==> src/design/servo_cap_pkg.sv <==
// Package: register map, field layout, mode codes and carriers for the speed cap block
//
// How it works
// - Source select 0 always uses cap one
// - Source select 1: switch bit picks cap
// - Cap limits speed in cyclic torque mode only, setting clamped to 20000
// - Applied cap is smallest of four limits
// - Active cap replaces host torque with regulator
// - Full-closed loop only in position modes
// - Velocity/torque cyclic command in full-closed faults
// - Gear 1/1: command unit equals scale count
// - Full-closed: encoder velocity, scale position feedback
// - Both caps reset to zero
package servo_cap_pkg;

   // Bus geometry
   localparam int unsigned DATA_W  = 32;
   localparam int unsigned ADDR_W  = 8;
   localparam int unsigned SPEED_W = 16;

   // Register byte offsets
   localparam logic [ADDR_W-1:0] OFS_CONTROL = 8'h00;
   localparam logic [ADDR_W-1:0] OFS_CAP_ONE = 8'h04;
   localparam logic [ADDR_W-1:0] OFS_CAP_TWO = 8'h08;
   localparam logic [ADDR_W-1:0] OFS_OVS_ONE = 8'h0c;
   localparam logic [ADDR_W-1:0] OFS_OVS_TWO = 8'h10;
   localparam logic [ADDR_W-1:0] OFS_STATUS  = 8'h14;
   localparam logic [ADDR_W-1:0] OFS_FAULT   = 8'h18;

   // Control register fields
   localparam int unsigned CTRL_SOURCE_BIT = 0;
   localparam int unsigned CTRL_FCLOSE_BIT = 1;

   // Status register fields
   localparam int unsigned STAT_FAULT_BIT  = 0;
   localparam int unsigned STAT_ACTIVE_BIT = 1;
   localparam int unsigned STAT_FCLOSE_BIT = 2;
   localparam int unsigned STAT_MODE_LSB   = 4;
   localparam int unsigned STAT_CAP_LSB    = 16;

   // Speed settings in r/min
   localparam logic [SPEED_W-1:0] CAP_MAX     = 16'h4e20;
   localparam logic [SPEED_W-1:0] CAP_RESET   = 16'h0000;
   localparam logic [SPEED_W-1:0] OVS_RESET   = 16'h4e20;

   // Cyclic command mode codes (upper nibble)
   localparam logic [3:0] CODE_PP = 4'h1;
   localparam logic [3:0] CODE_CP = 4'h2;
   localparam logic [3:0] CODE_CV = 4'h3;
   localparam logic [3:0] CODE_CT = 4'h4;

   // Command fault code fields
   localparam logic [7:0] FAULT_MAIN   = 8'h5b;
   localparam logic [3:0] FAULT_SUB    = 4'h1;
   localparam logic [3:0] FAULT_DETAIL = 4'h0;

   // Control modes held by the drive
   typedef enum logic [2:0] {
      MODE_IDLE,
      MODE_PROFILE_POS,
      MODE_CYCLIC_POS,
      MODE_CYCLIC_VEL,
      MODE_CYCLIC_TRQ
   } ctrl_mode_t;

   // APB request bundle from the master
   typedef struct packed {
      logic              psel;
      logic              penable;
      logic              pwrite;
      logic [ADDR_W-1:0] paddr;
      logic [DATA_W-1:0] pwdata;
   } apb_req_t;

   // Unsigned magnitude of a signed speed
   function automatic logic [SPEED_W-1:0] speedMagnitude(input logic signed [SPEED_W-1:0] s);
      return s[SPEED_W-1] ? SPEED_W'(-s) : SPEED_W'(s);
   endfunction

endpackage

==> src/design/servo_speed_cap_select.sv <==
// Speed cap selection, full-closed mode guard and APB register file
//
// Chosen here: the register addresses and the APB register port.
module servo_speed_cap_select
   import servo_cap_pkg::*;
#(
   parameter logic [15:0] INTERNAL_OVS = 16'h4e20, // Internal overspeed protection level
   parameter int unsigned KP_SHIFT     = 4         // Regulator gain shift
) (
   input  wire logic                                   clk,
   input  wire logic                                   rst_b,
   input  wire servo_cap_pkg::apb_req_t                apbReq,
   output      logic        [servo_cap_pkg::DATA_W-1:0] prdata,
   output      logic                                   pready,
   output      logic                                   pslverr,
   input  wire logic                                   cmdValid,
   input  wire logic        [7:0]                      cmdCode,
   input  wire logic                                   speed_limit_switch_cmd,
   input  wire logic signed [servo_cap_pkg::SPEED_W-1:0] hostTorque,
   input  wire logic signed [servo_cap_pkg::SPEED_W-1:0] motorSpeed,
   input  wire logic        [31:0]                     motorPosition,
   input  wire logic        [31:0]                     scalePosition,
   input  wire logic        [31:0]                     positionCommand,
   output      logic signed [servo_cap_pkg::SPEED_W-1:0] motorTorque,
   output      logic signed [servo_cap_pkg::SPEED_W-1:0] velocityFeedback,
   output      logic        [31:0]                     positionFeedback,
   output      logic        [31:0]                     positionReference,
   output      servo_cap_pkg::ctrl_mode_t              controlMode,
   output      logic                                   command_fault,
   output      logic        [15:0]                     faultCode,
   output      logic                                   capActive,
   output      logic        [servo_cap_pkg::SPEED_W-1:0] appliedCap
);
   import servo_cap_pkg::*;

   // Overspeed level must be a legal cap
   if (INTERNAL_OVS > CAP_MAX) begin : ovsCheck
      $error("INTERNAL_OVS above cap range");
   end

   // Whole block state
   typedef struct packed {
      logic               limit_source_select;   // Cap source selection
      logic               fullClosedEnable;      // Full-closed loop requested
      logic [SPEED_W-1:0] speed_cap_one;         // First cap setting
      logic [SPEED_W-1:0] speed_cap_two;         // Second cap setting
      logic [SPEED_W-1:0] overspeed_threshold;   // First overspeed level
      logic [SPEED_W-1:0] second_overspeed_threshold; // Second overspeed level
      ctrl_mode_t         mode;                  // Current control mode
      logic               fault;                 // Sticky command fault
      logic               active;                // Cap regulator engaged
      logic [SPEED_W-1:0] cap;                   // Applied cap
      logic [DATA_W-1:0]  rdata;                 // Read data latched in setup
      logic signed [SPEED_W-1:0] velFb;          // Velocity feedback
      logic [31:0]        posFb;                 // Position feedback
      logic [31:0]        posRef;                // Position reference
   } blk_state_t;

   logic [1:0]         rstPipe;                  // Reset release synchroniser
   logic               rstSyncB;                 // Synchronised reset
   blk_state_t         state;                    // Registered state
   blk_state_t         next_state;               // Next state
   logic               setupPhase;               // APB setup cycle
   logic               accessPhase;              // APB access cycle
   logic [SPEED_W-1:0] selectedCap;              // Cap chosen by source
   logic               fullClosedActive;         // Full-closed loop running
   logic               isTorqueMode;             // Torque control selected

   // Smaller of two speeds
   function automatic logic [SPEED_W-1:0] minSpeed(input logic [SPEED_W-1:0] a, input logic [SPEED_W-1:0] b);
      return (a < b) ? a : b;
   endfunction

   // Clamp a written cap to the legal range
   function automatic logic [SPEED_W-1:0] capClamp(input logic [DATA_W-1:0] w);
      return (w > DATA_W'(CAP_MAX)) ? CAP_MAX : w[SPEED_W-1:0];
   endfunction

   // Decode of mapped offsets
   function automatic logic isMapped(input logic [ADDR_W-1:0] a);
      return (a == OFS_CONTROL) || (a == OFS_CAP_ONE) || (a == OFS_CAP_TWO) || (a == OFS_OVS_ONE)
             || (a == OFS_OVS_TWO) || (a == OFS_STATUS) || (a == OFS_FAULT);
   endfunction

   // Reset release through two flops
   always_ff @(posedge clk or negedge rst_b) begin
      if (!rst_b) begin
         rstPipe <= 2'h0;
      end else begin
         rstPipe <= {rstPipe[0], 1'b1};
      end
   end
   assign rstSyncB = rstPipe[1];

   // Bus phases and handshake
   assign setupPhase  = apbReq.psel && !apbReq.penable;
   assign accessPhase = apbReq.psel && apbReq.penable;
   assign pready      = accessPhase;
   assign pslverr     = accessPhase && !isMapped(apbReq.paddr);

   // Cap source and full-closed qualification
   always_comb begin
      if (state.limit_source_select && speed_limit_switch_cmd) begin
         selectedCap = state.speed_cap_two;
      end else begin
         selectedCap = state.speed_cap_one;
      end
      fullClosedActive = state.fullClosedEnable
                         && ((state.mode == MODE_PROFILE_POS) || (state.mode == MODE_CYCLIC_POS));
      isTorqueMode = (state.mode == MODE_CYCLIC_TRQ);
   end

   // Next-state logic
   always_comb begin
      next_state = state;

      // Applied cap is the smallest limit
      next_state.cap = minSpeed(minSpeed(selectedCap, state.overspeed_threshold),
                                minSpeed(state.second_overspeed_threshold, INTERNAL_OVS));
      // Engage regulator when speed magnitude reaches cap
      next_state.active = isTorqueMode && (speedMagnitude(motorSpeed) >= state.cap);

      // Feedback routing
      next_state.velFb  = motorSpeed;
      next_state.posFb  = fullClosedActive ? scalePosition : motorPosition;
      next_state.posRef = positionCommand;

      // Read data captured in the setup cycle
      if (setupPhase) begin
         next_state.rdata = '0;
         case (apbReq.paddr)
            OFS_CONTROL: begin
               next_state.rdata[CTRL_SOURCE_BIT] = state.limit_source_select;
               next_state.rdata[CTRL_FCLOSE_BIT] = state.fullClosedEnable;
            end
            OFS_CAP_ONE: next_state.rdata[SPEED_W-1:0] = state.speed_cap_one;
            OFS_CAP_TWO: next_state.rdata[SPEED_W-1:0] = state.speed_cap_two;
            OFS_OVS_ONE: next_state.rdata[SPEED_W-1:0] = state.overspeed_threshold;
            OFS_OVS_TWO: next_state.rdata[SPEED_W-1:0] = state.second_overspeed_threshold;
            OFS_STATUS: begin
               next_state.rdata[STAT_FAULT_BIT]  = state.fault;
               next_state.rdata[STAT_ACTIVE_BIT] = state.active;
               next_state.rdata[STAT_FCLOSE_BIT] = fullClosedActive;
               next_state.rdata[STAT_MODE_LSB +: 3] = state.mode;
               next_state.rdata[STAT_CAP_LSB +: SPEED_W] = state.cap;
            end
            OFS_FAULT: next_state.rdata[15:0] = state.fault ? {FAULT_MAIN, FAULT_SUB, FAULT_DETAIL} : 16'h0000;
            default: next_state.rdata = '0;   // Unmapped reads zero
         endcase
      end

      // Register writes at the access edge
      if (accessPhase && apbReq.pwrite) begin
         case (apbReq.paddr)
            OFS_CONTROL: begin
               next_state.limit_source_select = apbReq.pwdata[CTRL_SOURCE_BIT];
               next_state.fullClosedEnable    = apbReq.pwdata[CTRL_FCLOSE_BIT];
            end
            OFS_CAP_ONE: next_state.speed_cap_one = capClamp(apbReq.pwdata);
            OFS_CAP_TWO: next_state.speed_cap_two = capClamp(apbReq.pwdata);
            OFS_OVS_ONE: next_state.overspeed_threshold = capClamp(apbReq.pwdata);
            OFS_OVS_TWO: next_state.second_overspeed_threshold = capClamp(apbReq.pwdata);
            OFS_STATUS: begin
               // Write one clears the fault
               if (apbReq.pwdata[STAT_FAULT_BIT]) begin
                  next_state.fault = 1'b0;
               end
            end
            default: begin
               // Read-only or unmapped: no effect
            end
         endcase
      end

      // Cyclic command decode; a new fault outranks a clear
      if (cmdValid) begin
         case (cmdCode[7:4])
            CODE_PP: next_state.mode = MODE_PROFILE_POS;
            CODE_CP: next_state.mode = MODE_CYCLIC_POS;
            CODE_CV: begin
               if (state.fullClosedEnable) begin
                  next_state.fault = 1'b1;
               end else begin
                  next_state.mode = MODE_CYCLIC_VEL;
               end
            end
            CODE_CT: begin
               if (state.fullClosedEnable) begin
                  next_state.fault = 1'b1;
               end else begin
                  next_state.mode = MODE_CYCLIC_TRQ;
               end
            end
            default: begin
               // Other codes leave the mode alone
            end
         endcase
      end
   end

   // State register
   always_ff @(posedge clk or negedge rstSyncB) begin
      if (!rstSyncB) begin
         state <= '{limit_source_select: 1'b0, fullClosedEnable: 1'b0,
                    speed_cap_one: CAP_RESET, speed_cap_two: CAP_RESET,
                    overspeed_threshold: OVS_RESET, second_overspeed_threshold: OVS_RESET,
                    mode: MODE_IDLE, fault: 1'b0, active: 1'b0, cap: CAP_RESET,
                    rdata: '0, velFb: '0, posFb: '0, posRef: '0};
      end else begin
         state <= next_state;
      end
   end

   // Torque override regulator
   speed_cap_regulator #(
      .KP_SHIFT   (KP_SHIFT)
   ) regulator (
      .clk        (clk),
      .rstSyncB   (rstSyncB),
      .capActive  (state.active),
      .cap        (state.cap),
      .motorSpeed (motorSpeed),
      .hostTorque (hostTorque),
      .motorTorque(motorTorque)
   );

   // Outputs from state
   assign prdata            = state.rdata;
   assign velocityFeedback  = state.velFb;
   assign positionFeedback  = state.posFb;
   assign positionReference = state.posRef;
   assign controlMode       = state.mode;
   assign command_fault     = state.fault;
   assign faultCode         = state.fault ? {FAULT_MAIN, FAULT_SUB, FAULT_DETAIL} : 16'h0000;
   assign capActive         = state.active;
   assign appliedCap        = state.cap;

endmodule // servo_speed_cap_select

==> src/design/speed_cap_regulator.sv <==
// Speed regulator that takes over the torque command while the cap is active
module speed_cap_regulator
   import servo_cap_pkg::*;
#(
   parameter int unsigned KP_SHIFT = 4           // Proportional gain as a left shift
) (
   input  wire logic                               clk,
   input  wire logic                               rstSyncB,
   input  wire logic                               capActive,
   input  wire logic        [servo_cap_pkg::SPEED_W-1:0] cap,
   input  wire logic signed [servo_cap_pkg::SPEED_W-1:0] motorSpeed,
   input  wire logic signed [servo_cap_pkg::SPEED_W-1:0] hostTorque,
   output      logic signed [servo_cap_pkg::SPEED_W-1:0] motorTorque
);
   import servo_cap_pkg::*;

   // Gain shift beyond this overflows the working width
   if (KP_SHIFT > 8) begin : gainCheck
      $error("KP_SHIFT too large");
   end

   typedef struct packed {
      logic signed [SPEED_W-1:0] torque;         // Torque sent to the motor
   } reg_state_t;

   reg_state_t               state;              // Registered state
   reg_state_t               next_state;         // Next state
   logic signed [17:0]       speedError;         // Cap minus speed magnitude
   logic signed [25:0]       scaled;             // Error times gain
   logic signed [SPEED_W-1:0] regulated;         // Saturated regulator output

   // Regulator and command override
   always_comb begin
      next_state = state;
      speedError = $signed({2'b00, cap}) - $signed({2'b00, speedMagnitude(motorSpeed)});
      scaled     = 26'(speedError) <<< KP_SHIFT;
      if (scaled > 26'sd32767) begin
         regulated = 16'sh7fff;                  // Saturate high
      end else if (scaled < -26'sd32767) begin
         regulated = -16'sh7fff;                 // Saturate low
      end else begin
         regulated = scaled[SPEED_W-1:0];
      end
      // Drive speed toward cap in the host's direction
      if (hostTorque < 0) begin
         regulated = -regulated;
      end
      next_state.torque = capActive ? regulated : hostTorque;
   end

   // State register
   always_ff @(posedge clk or negedge rstSyncB) begin
      if (!rstSyncB) begin
         state <= '0;
      end else begin
         state <= next_state;
      end
   end

   assign motorTorque = state.torque;

endmodule // speed_cap_regulator

==> config.mk <==
export PLATFORM = sky130hd
export DESIGN_NAME = servo_speed_cap_select
export DESIGN_NICKNAME = d
export VERILOG_FILES = /design/src/design/servo_cap_pkg.sv /design/src/design/servo_speed_cap_select.sv /design/src/design/speed_cap_regulator.sv
export SDC_FILE = /design/constraint.sdc
export NUM_CORES = 1
export LEC_CHECK = 0
export BUFFER_PORTS_ARGS = -buffer_cell sky130_fd_sc_hd__buf_2
export CAP_MARGIN = 15
export CORE_UTILIZATION = 35
export DETAILED_ROUTE_END_ITERATION = 10
export HOLD_SLACK_MARGIN = 0.02
export PLACE_DENSITY = 0.64
export SYNTH_ARGS = -nofsm -noshare
export SYNTH_HDL_FRONTEND = slang
export SYNTH_HIERARCHICAL = 1
export SYNTH_SLANG_ARGS = --single-unit
==> constraint.sdc <==
create_clock -name clk -period 6 [get_ports clk]
set_input_delay 0.3 -clock clk [delete_from_list [all_inputs] [get_ports clk]]
set_output_delay 0.3 -clock clk [all_outputs]
set_load 0.1 [all_outputs]
==> results.yml, run 1 <==
grt:
  grt_usage: 0.1947
  grt_antenna_before_repair: 0
  grt-ovfl-total: 0
  grt_pass1_wl_mm: 58.08
  grt_max_degree: 164
  grt_pass1_vias: 10940
yosys:
  yosysWarnings: 6
  ys_ff_latch: 217
  synth.distinct_cells: 84
  syn_inst: 1342
  ys.flop_type: "dfrtp_1"
  netlist_area_um2: 12810
  async_reset_ff_frac: 1.000
  synth_seq_area_share: 0.4248
  synth_edf_count: 0
  avgSynthCellArea_um2: 9.547
clock_network:
  path_clk_slew_ns: 0.06
  h-tree-depth: 1
  cts_setup_buffers: 0
  numCtsBuffers: 27
  cts_tree: "built"
  clk_latency_ns: 0.56
  cts.repair.resized: 0
  ctsLongestPathBuffers: 3
  cts_sinks: 217
  postCtsHoldBufs: 131
  cts-root-buf: "clkbuf_16"
timing:
  max_slew_margin: 0.2674
  finalMaxSlewViolations: 0
  min_period_over_period: 0.9142
  setup_viol: 0
  hold_ws_ns: 0.06294
  rsz0062_at_grt: "no"
  post-route-min-period_ns: 5.485
  hold_viol: 0
  max_freq_ghz: 0.1823
  tns_ns: 0
  skew_ns: 0.01560
  worstMarginPinSlew_ns: 1.096
final_layout:
  final_cell_mix: "buf_2 (335), dfrtp_1 (206), nand2_1 (173), dlygate4sd3_1 (131)"
  stdcell_count: 2136
  area_growth_pct: 25.40
  nets: 1903
  antennaDiodeCount: 0
  layout_commonest_cell: "buf_2"
  drive_gt1_frac: 0.2836
worst_setup_path:
  max_stage_delay_ns: 0.48
  critPathKind: "reg2reg"
  reg2reg_depth: 18
  path_cells: "nand2_2 -> mux2_2 -> ha_1 -> a21oi_1 -> a21oi_1 -> o31ai_1 -> nand3_1 -> buf_4 -> a21oi_1 -> ha_1 -> a21o_1 -> a21o_1 -> a221o_1 -> a21oi_1 -> o21ai_0 -> a21oi_4 -> buf_4 -> mux2i_1"
  critPathLaunchType: "register"
  cp-end-kind: "register"
  critPathMaxFanout: 16
  crit_top_cell: "a21oi_1"
  crit_slowest_cell: "o31ai_1"
  arrival_ns: 5.95
  required_ns: 6.46
die:
  initial_utilization: 0.3576
  row_count: 69
  die-area_um2: 37380
  core_um2: 35830
  ios: 350
  die_w_um: 193.3
  die_h_um: 193.3
status:
  failed_checks: "DRC"
  status: "finished with violations"
power:
  power.switching_mw: 1.279
  vdd_drop_max_mv: 0.2392
  combPwrFrac: 0.211
  total_leakage_power_nw: 7.677
  power_frac_seq: 0.384
  switching_share: 0.3181
  clock_power_share: 0.405
  power.density_nw_per_um2: 250.2
  p_int_mw: 2.741
hold_path:
  hold_depth: 2
  hold_path_class: "in2reg"
route:
  first_pass_iters: 10
  drc: 23
  drt_iter0_markers: 525
  drt-total-wl_mm: 36.20
  vias: 10610
  wl_per_cell_um: 16.95
  avgViaCountPerCell: 4.969
  drtAntennaViolNets: 0
place:
  dp_hpwl_mm: 25.58
  dp.cells: 1955
  routabilityCongestion: 0.8642
  portBuffers: 335
job:
  max-cap-violations: 0
## Yosys cell counts, drive strengths merged (9+ instances only)
master / number / area (µm²)
a21o: 19 / 142.6
a21oi: 63 / 334.1
a22oi: 12 / 90.09
a31oi: 11 / 75.07
and2: 11 / 70.07
buf: 160 / 1189
clkbuf: 40 / 150.1
dfrtp: 207 / 5180
dfstp: 10 / 262.8
ha: 64 / 800.8
inv: 63 / 236.5
mux2: 58 / 656.9
mux2i: 30 / 300.3
nand2: 174 / 655.6
nand2b: 14 / 87.58
nand3: 31 / 155.2
nor2: 52 / 195.2
nor2b: 18 / 112.6
o21ai: 119 / 599.3
o31ai: 10 / 75.07
or3: 9 / 56.30
xnor2: 23 / 201.4
xor2: 21 / 183.9
## stage by stage
step | setup WS, ns | total power, mW | instance area, µm² | utilization
floorplan | 1.236 | 2.217 | 12850 | -
global placement | 0.6992 | 2.339 | 13840 | 0.3864
detailed placement | 0.5538 | 2.348 | 13840 | 0.3864
CTS | 0.5652 | 4.070 | 16040 | 0.4477
global route | 0.01068 | 4.196 | 16070 | 0.4484
finish | 0.5150 | 4.020 | 16070 | 0.4484
## area by class of cell
cell class,instances,area (µm²)
clock inverter,13,155.1
tap,461,576.8
timing repair buffer,474,3080
multi-input combinational,872,5842
clock buffer,36,729.5
fill,3399,19760
sequential,217,5446
inverter,63,236.5
## routing by layer
layer,GRT usage,part of all wire
met5,0,0
met4,0.08415,0.042
met3,0.04184,0.066
met2,0.3363,0.48
met1,0.2333,0.41
## kinds of logic after synthesis
family	Yosys count	synth area share
AND/OR/NAND/NOR	366	0.1366
AO/OA/AOI/OAI	296	0.1444
buffers and inverters	263	0.1229
flip-flops	217	0.4248
multiplexers	89	0.07646
adder cells (fa/ha/maj)	65	0.06406
XOR/XNOR	44	0.03008
other	2	0.0005862
## critical path, delay by kind of cell (launching register included)
family / cells / cell delay [ns]
compound gates: 10 / 2.45
simple gates: 2 / 0.75
mux: 2 / 0.65
fa+ha+maj: 2 / 0.59
buf+inv: 2 / 0.53
flops: 1 / 0.39
## power groups by stage
stage                     clock network, mW  logic (mW)  registers, mW
after global routing                   1.74       0.906           1.55
after floorplan                           0       0.589           1.63
final                                  1.63       0.849           1.54
after CTS                              1.68       0.849           1.54
after global placement                    0       0.770           1.57
after detailed placement                  0       0.780           1.57
## registers in the layout, indices dropped and copies added (netlist names)
register	count
positionReference	32
regulator/motorTorque	16
appliedCap	16
capActive	1
prdata	32
state	66
controlMode	3
rstPipe	2
positionFeedback	32
velocityFeedback	16
command_fault	1
## worst paths after layout
kind / startpoint / end / slack [ns]
setup / recovery: state[198] / appliedCap[11] / 0.52
hold / removal: apbReq[0] / state[198] / 0.06
setup reg to reg: state[198] / appliedCap[11] / 0.52
hold reg to reg: rstPipe[0] / rstPipe[1] / 0.35
max in group asynchronous: rstPipe[1] / positionReference[11] / 4.33
min in group asynchronous: rst_b / rstPipe[1] / 0.08
No activity file was read; power rests on OpenSTA's default activity.
==> run 2: changes to the inputs <==
PLACE_DENSITY = 0.65   (was 0.64)
SYNTH_HIERARCHICAL = unset   (was 1)
==> results.yml, run 2 <==
clock_network:
  clk_latency_ns: 0.52
  cts_setup_buffers: 0
  ctsLongestPathBuffers: 3
  cts_tree: "built"
  cts.repair.resized: 0
  path_clk_slew_ns: 0.06
  cts-root-buf: "clkbuf_16"
  cts_sinks: 217
  h-tree-depth: 1
  numCtsBuffers: 25
route:
  avgViaCountPerCell: 4.904
  drtAntennaViolNets: 0
  vias: 9750
  drt_iter0_markers: 469
  drt-total-wl_mm: 34.15
  drc: 0
  first_pass_iters: 5
  wl_per_cell_um: 17.18
yosys:
  yosysWarnings: 0
  synth_compound_area_frac: 0.1615
  netlist_area_um2: 12050
  ys_ff_latch: 217
  synth-adder-area-share: 0.05046
  ys_top_cells_by_area: "dfrtp_1 (43%), buf_4 (9.3%), o21ai_0 (5.4%), ha_1 (4.9%), mux2_2 (4.6%)"
  synth.distinct_cells: 76
  synth_seq_area_share: 0.4516
  avgSynthCellArea_um2: 9.886
  yosysTopAreaCell: "dfrtp_1"
  synth_top_family_by_area: "compound AO/OA/AOI/OAI gates"
  yosysMostFrequentCell: "dfrtp_1"
  muxShareOfSynthArea: 0.06779
  ys.flop_type: "dfrtp_1"
  syn_inst: 1219
  netlist.area_leader.share: 0.4298
  async_reset_ff_frac: 1.000
  synth-xor-area-share: 0.02398
  synth_edf_count: 0
  yosys.area_share.simple: 0.1217
  synth_common_cells: "dfrtp_1 (207), buf_4 (149), nand2_1 (142), o21ai_0 (129), a21oi_1 (52)"
final_layout:
  drive_gt1_frac: 0.3071
  fillerInstances: 3193
  largest_reg_flops: 66
  layout_commonest_cell: "buf_2"
  area_growth_pct: 25.27
  final_cell_mix: "buf_2 (335), dfrtp_1 (206), nand2_1 (142), o21ai_0 (129), dlygate4sd3_1 (114)"
  nets: 1752
  fin_util: 0.4480
  largest_register: "state"
  final_cell_area_um2: 15100
hold_path:
  hold_depth: 3
  hp-start: "hostTorque[12]"
  hold_path_class: "in2reg"
  whs_endpoint: "regulator.motorTorque[12]"
timing:
  tns_ns: 0
  hold_ws_ns: 0.05030
  max_freq_ghz: 0.1868
  hold_viol: 0
  rsz0062_at_grt: "no"
  worstMarginPinSlew_ns: 1.101
  setup_viol: 0
  skew_ns: 0.01031
  min_period_over_period: 0.8921
  post-route-min-period_ns: 5.353
  max_slew_margin: 0.2644
  finalMaxSlewViolations: 0
status:
  status: "completed"
grt:
  grt-ovfl-total: 0
  grt_pass1_vias: 9963
  grt_max_degree: 147
  grt_usage: 0.1933
  grt_antenna_before_repair: 3
  grt_pass1_wl_mm: 54.15
worst_setup_path:
  reg2reg_to: "appliedCap[7]"
  arrival_ns: 5.74
  cp-end-kind: "register"
  critPathKind: "reg2reg"
  reg2reg_slack_ns: 0.65
  critPathLaunchType: "register"
  required_ns: 6.38
  critPathMaxFanout: 17
  reg2reg_depth: 22
  r2r-start: "state[198]"
power:
  p_total_mw: 4.030
  power.density_nw_per_um2: 267.0
  vdd_drop_max_mv: 0.2120
  total_leakage_power_nw: 7.234
place:
  routabilityCongestion: 0.8759
  placed_area_um2: 13130
  portBuffers: 335
  dp_hpwl_mm: 24.92
die:
  initial_utilization: 0.3576
  ios: 350
  die-area_um2: 35180
  core_um2: 33700
  row_count: 67
  die_h_um: 187.6
  die_w_um: 187.6
job:
  max-cap-violations: 0
run 2: stage by stage:
stage,instances,setup WS (ns)
2_1_floorplan,1229,0.7415
3_3_place_gp,1828,0.7181
3_5_place_dp,1828,0.6685
4_1_cts,1985,0.6246
5_1_grt,1986,0.2913
6_report,1988,0.6472
run 2: power by group:
part,total (mW),switching (mW),internal [mW]
sequential,1.56,0.0391,1.52
clock,1.51,0.605,0.908
combinational,0.961,0.696,0.265
run 2: kinds of logic (layout without fill, tap and decap cells):
logic type / Yosys count / after routing
DFF: 217 / 217
adders and majority gates: 48 / 48
other: 2 / 15
buffers and inverters: 239 / 547
AOI/OAI and AO/OA: 300 / 300
xor gates and xnor gates: 33 / 33
muxes: 74 / 74
and+or+nand+nor: 306 / 306
run 2: cell type report:
class / instances / area (µm²) / share of cell area
Timing Repair Buffer: 460 / 2913 / 0.1929
Clock buffer: 32 / 701.9 / 0.04649
Tap cell: 448 / 560.5 / 0.03713
Antenna cell: 3 / 7.507 / 0.0004973
Inverter: 44 / 165.2 / 0.01094
Sequential cell: 217 / 5446 / 0.3608
Multi-Input combinational cell: 773 / 5186 / 0.3435
Clock inverter: 11 / 116.4 / 0.007708
run 2: worst max path at each step:
stage,from,to,slack (ns),cells after the start
after global placement,speed_limit_switch_cmd,appliedCap[7],0.72,24
after floorplan,state[198],appliedCap[12],0.74,24
after global routing,state[198],appliedCap[7],0.29,22
final,state[198],appliedCap[7],0.65,22
after detailed placement,state[198],appliedCap[7],0.67,23
after CTS,state[198],appliedCap[13],0.62,22
run 2: timing repair:
item / CTS / global route
setup endpoints to repair: 0 / 0
hold endpoints to repair: 86 / 0
hold buffers: 114 / 0
run 2: critical path: stages (launching register included):
cell      delay [ns]
dfrtp_1         0.41
nand2_2         0.37
mux2_2          0.41
ha_1            0.29
a21o_1          0.18
a21o_1          0.17
a221oi_1        0.24
o31ai_1         0.13
a311oi_2        0.23
buf_4           0.26
nor2_1          0.06
a21oi_1         0.25
inv_1           0.08
ha_1            0.20
a21o_1          0.17
a21o_1          0.16
a21oi_1         0.19
a211oi_1        0.13
a21oi_1         0.24
a21bo_2         0.30
or2_1           0.36
buf_4           0.23
mux2i_1         0.13
run 2: layer usage:
layer / wire length, µm / vias to the layer above / global-route usage / part of all wire
met5: 0 / - / 0 / 0
met4: 730 / 0 / 0.05191 / 0.021
met3: 1700 / 53 / 0.02826 / 0.050
met2: 16950 / 280 / 0.3415 / 0.50
met1: 14770 / 4687 / 0.2454 / 0.43
li1: - / 4730 / - / -
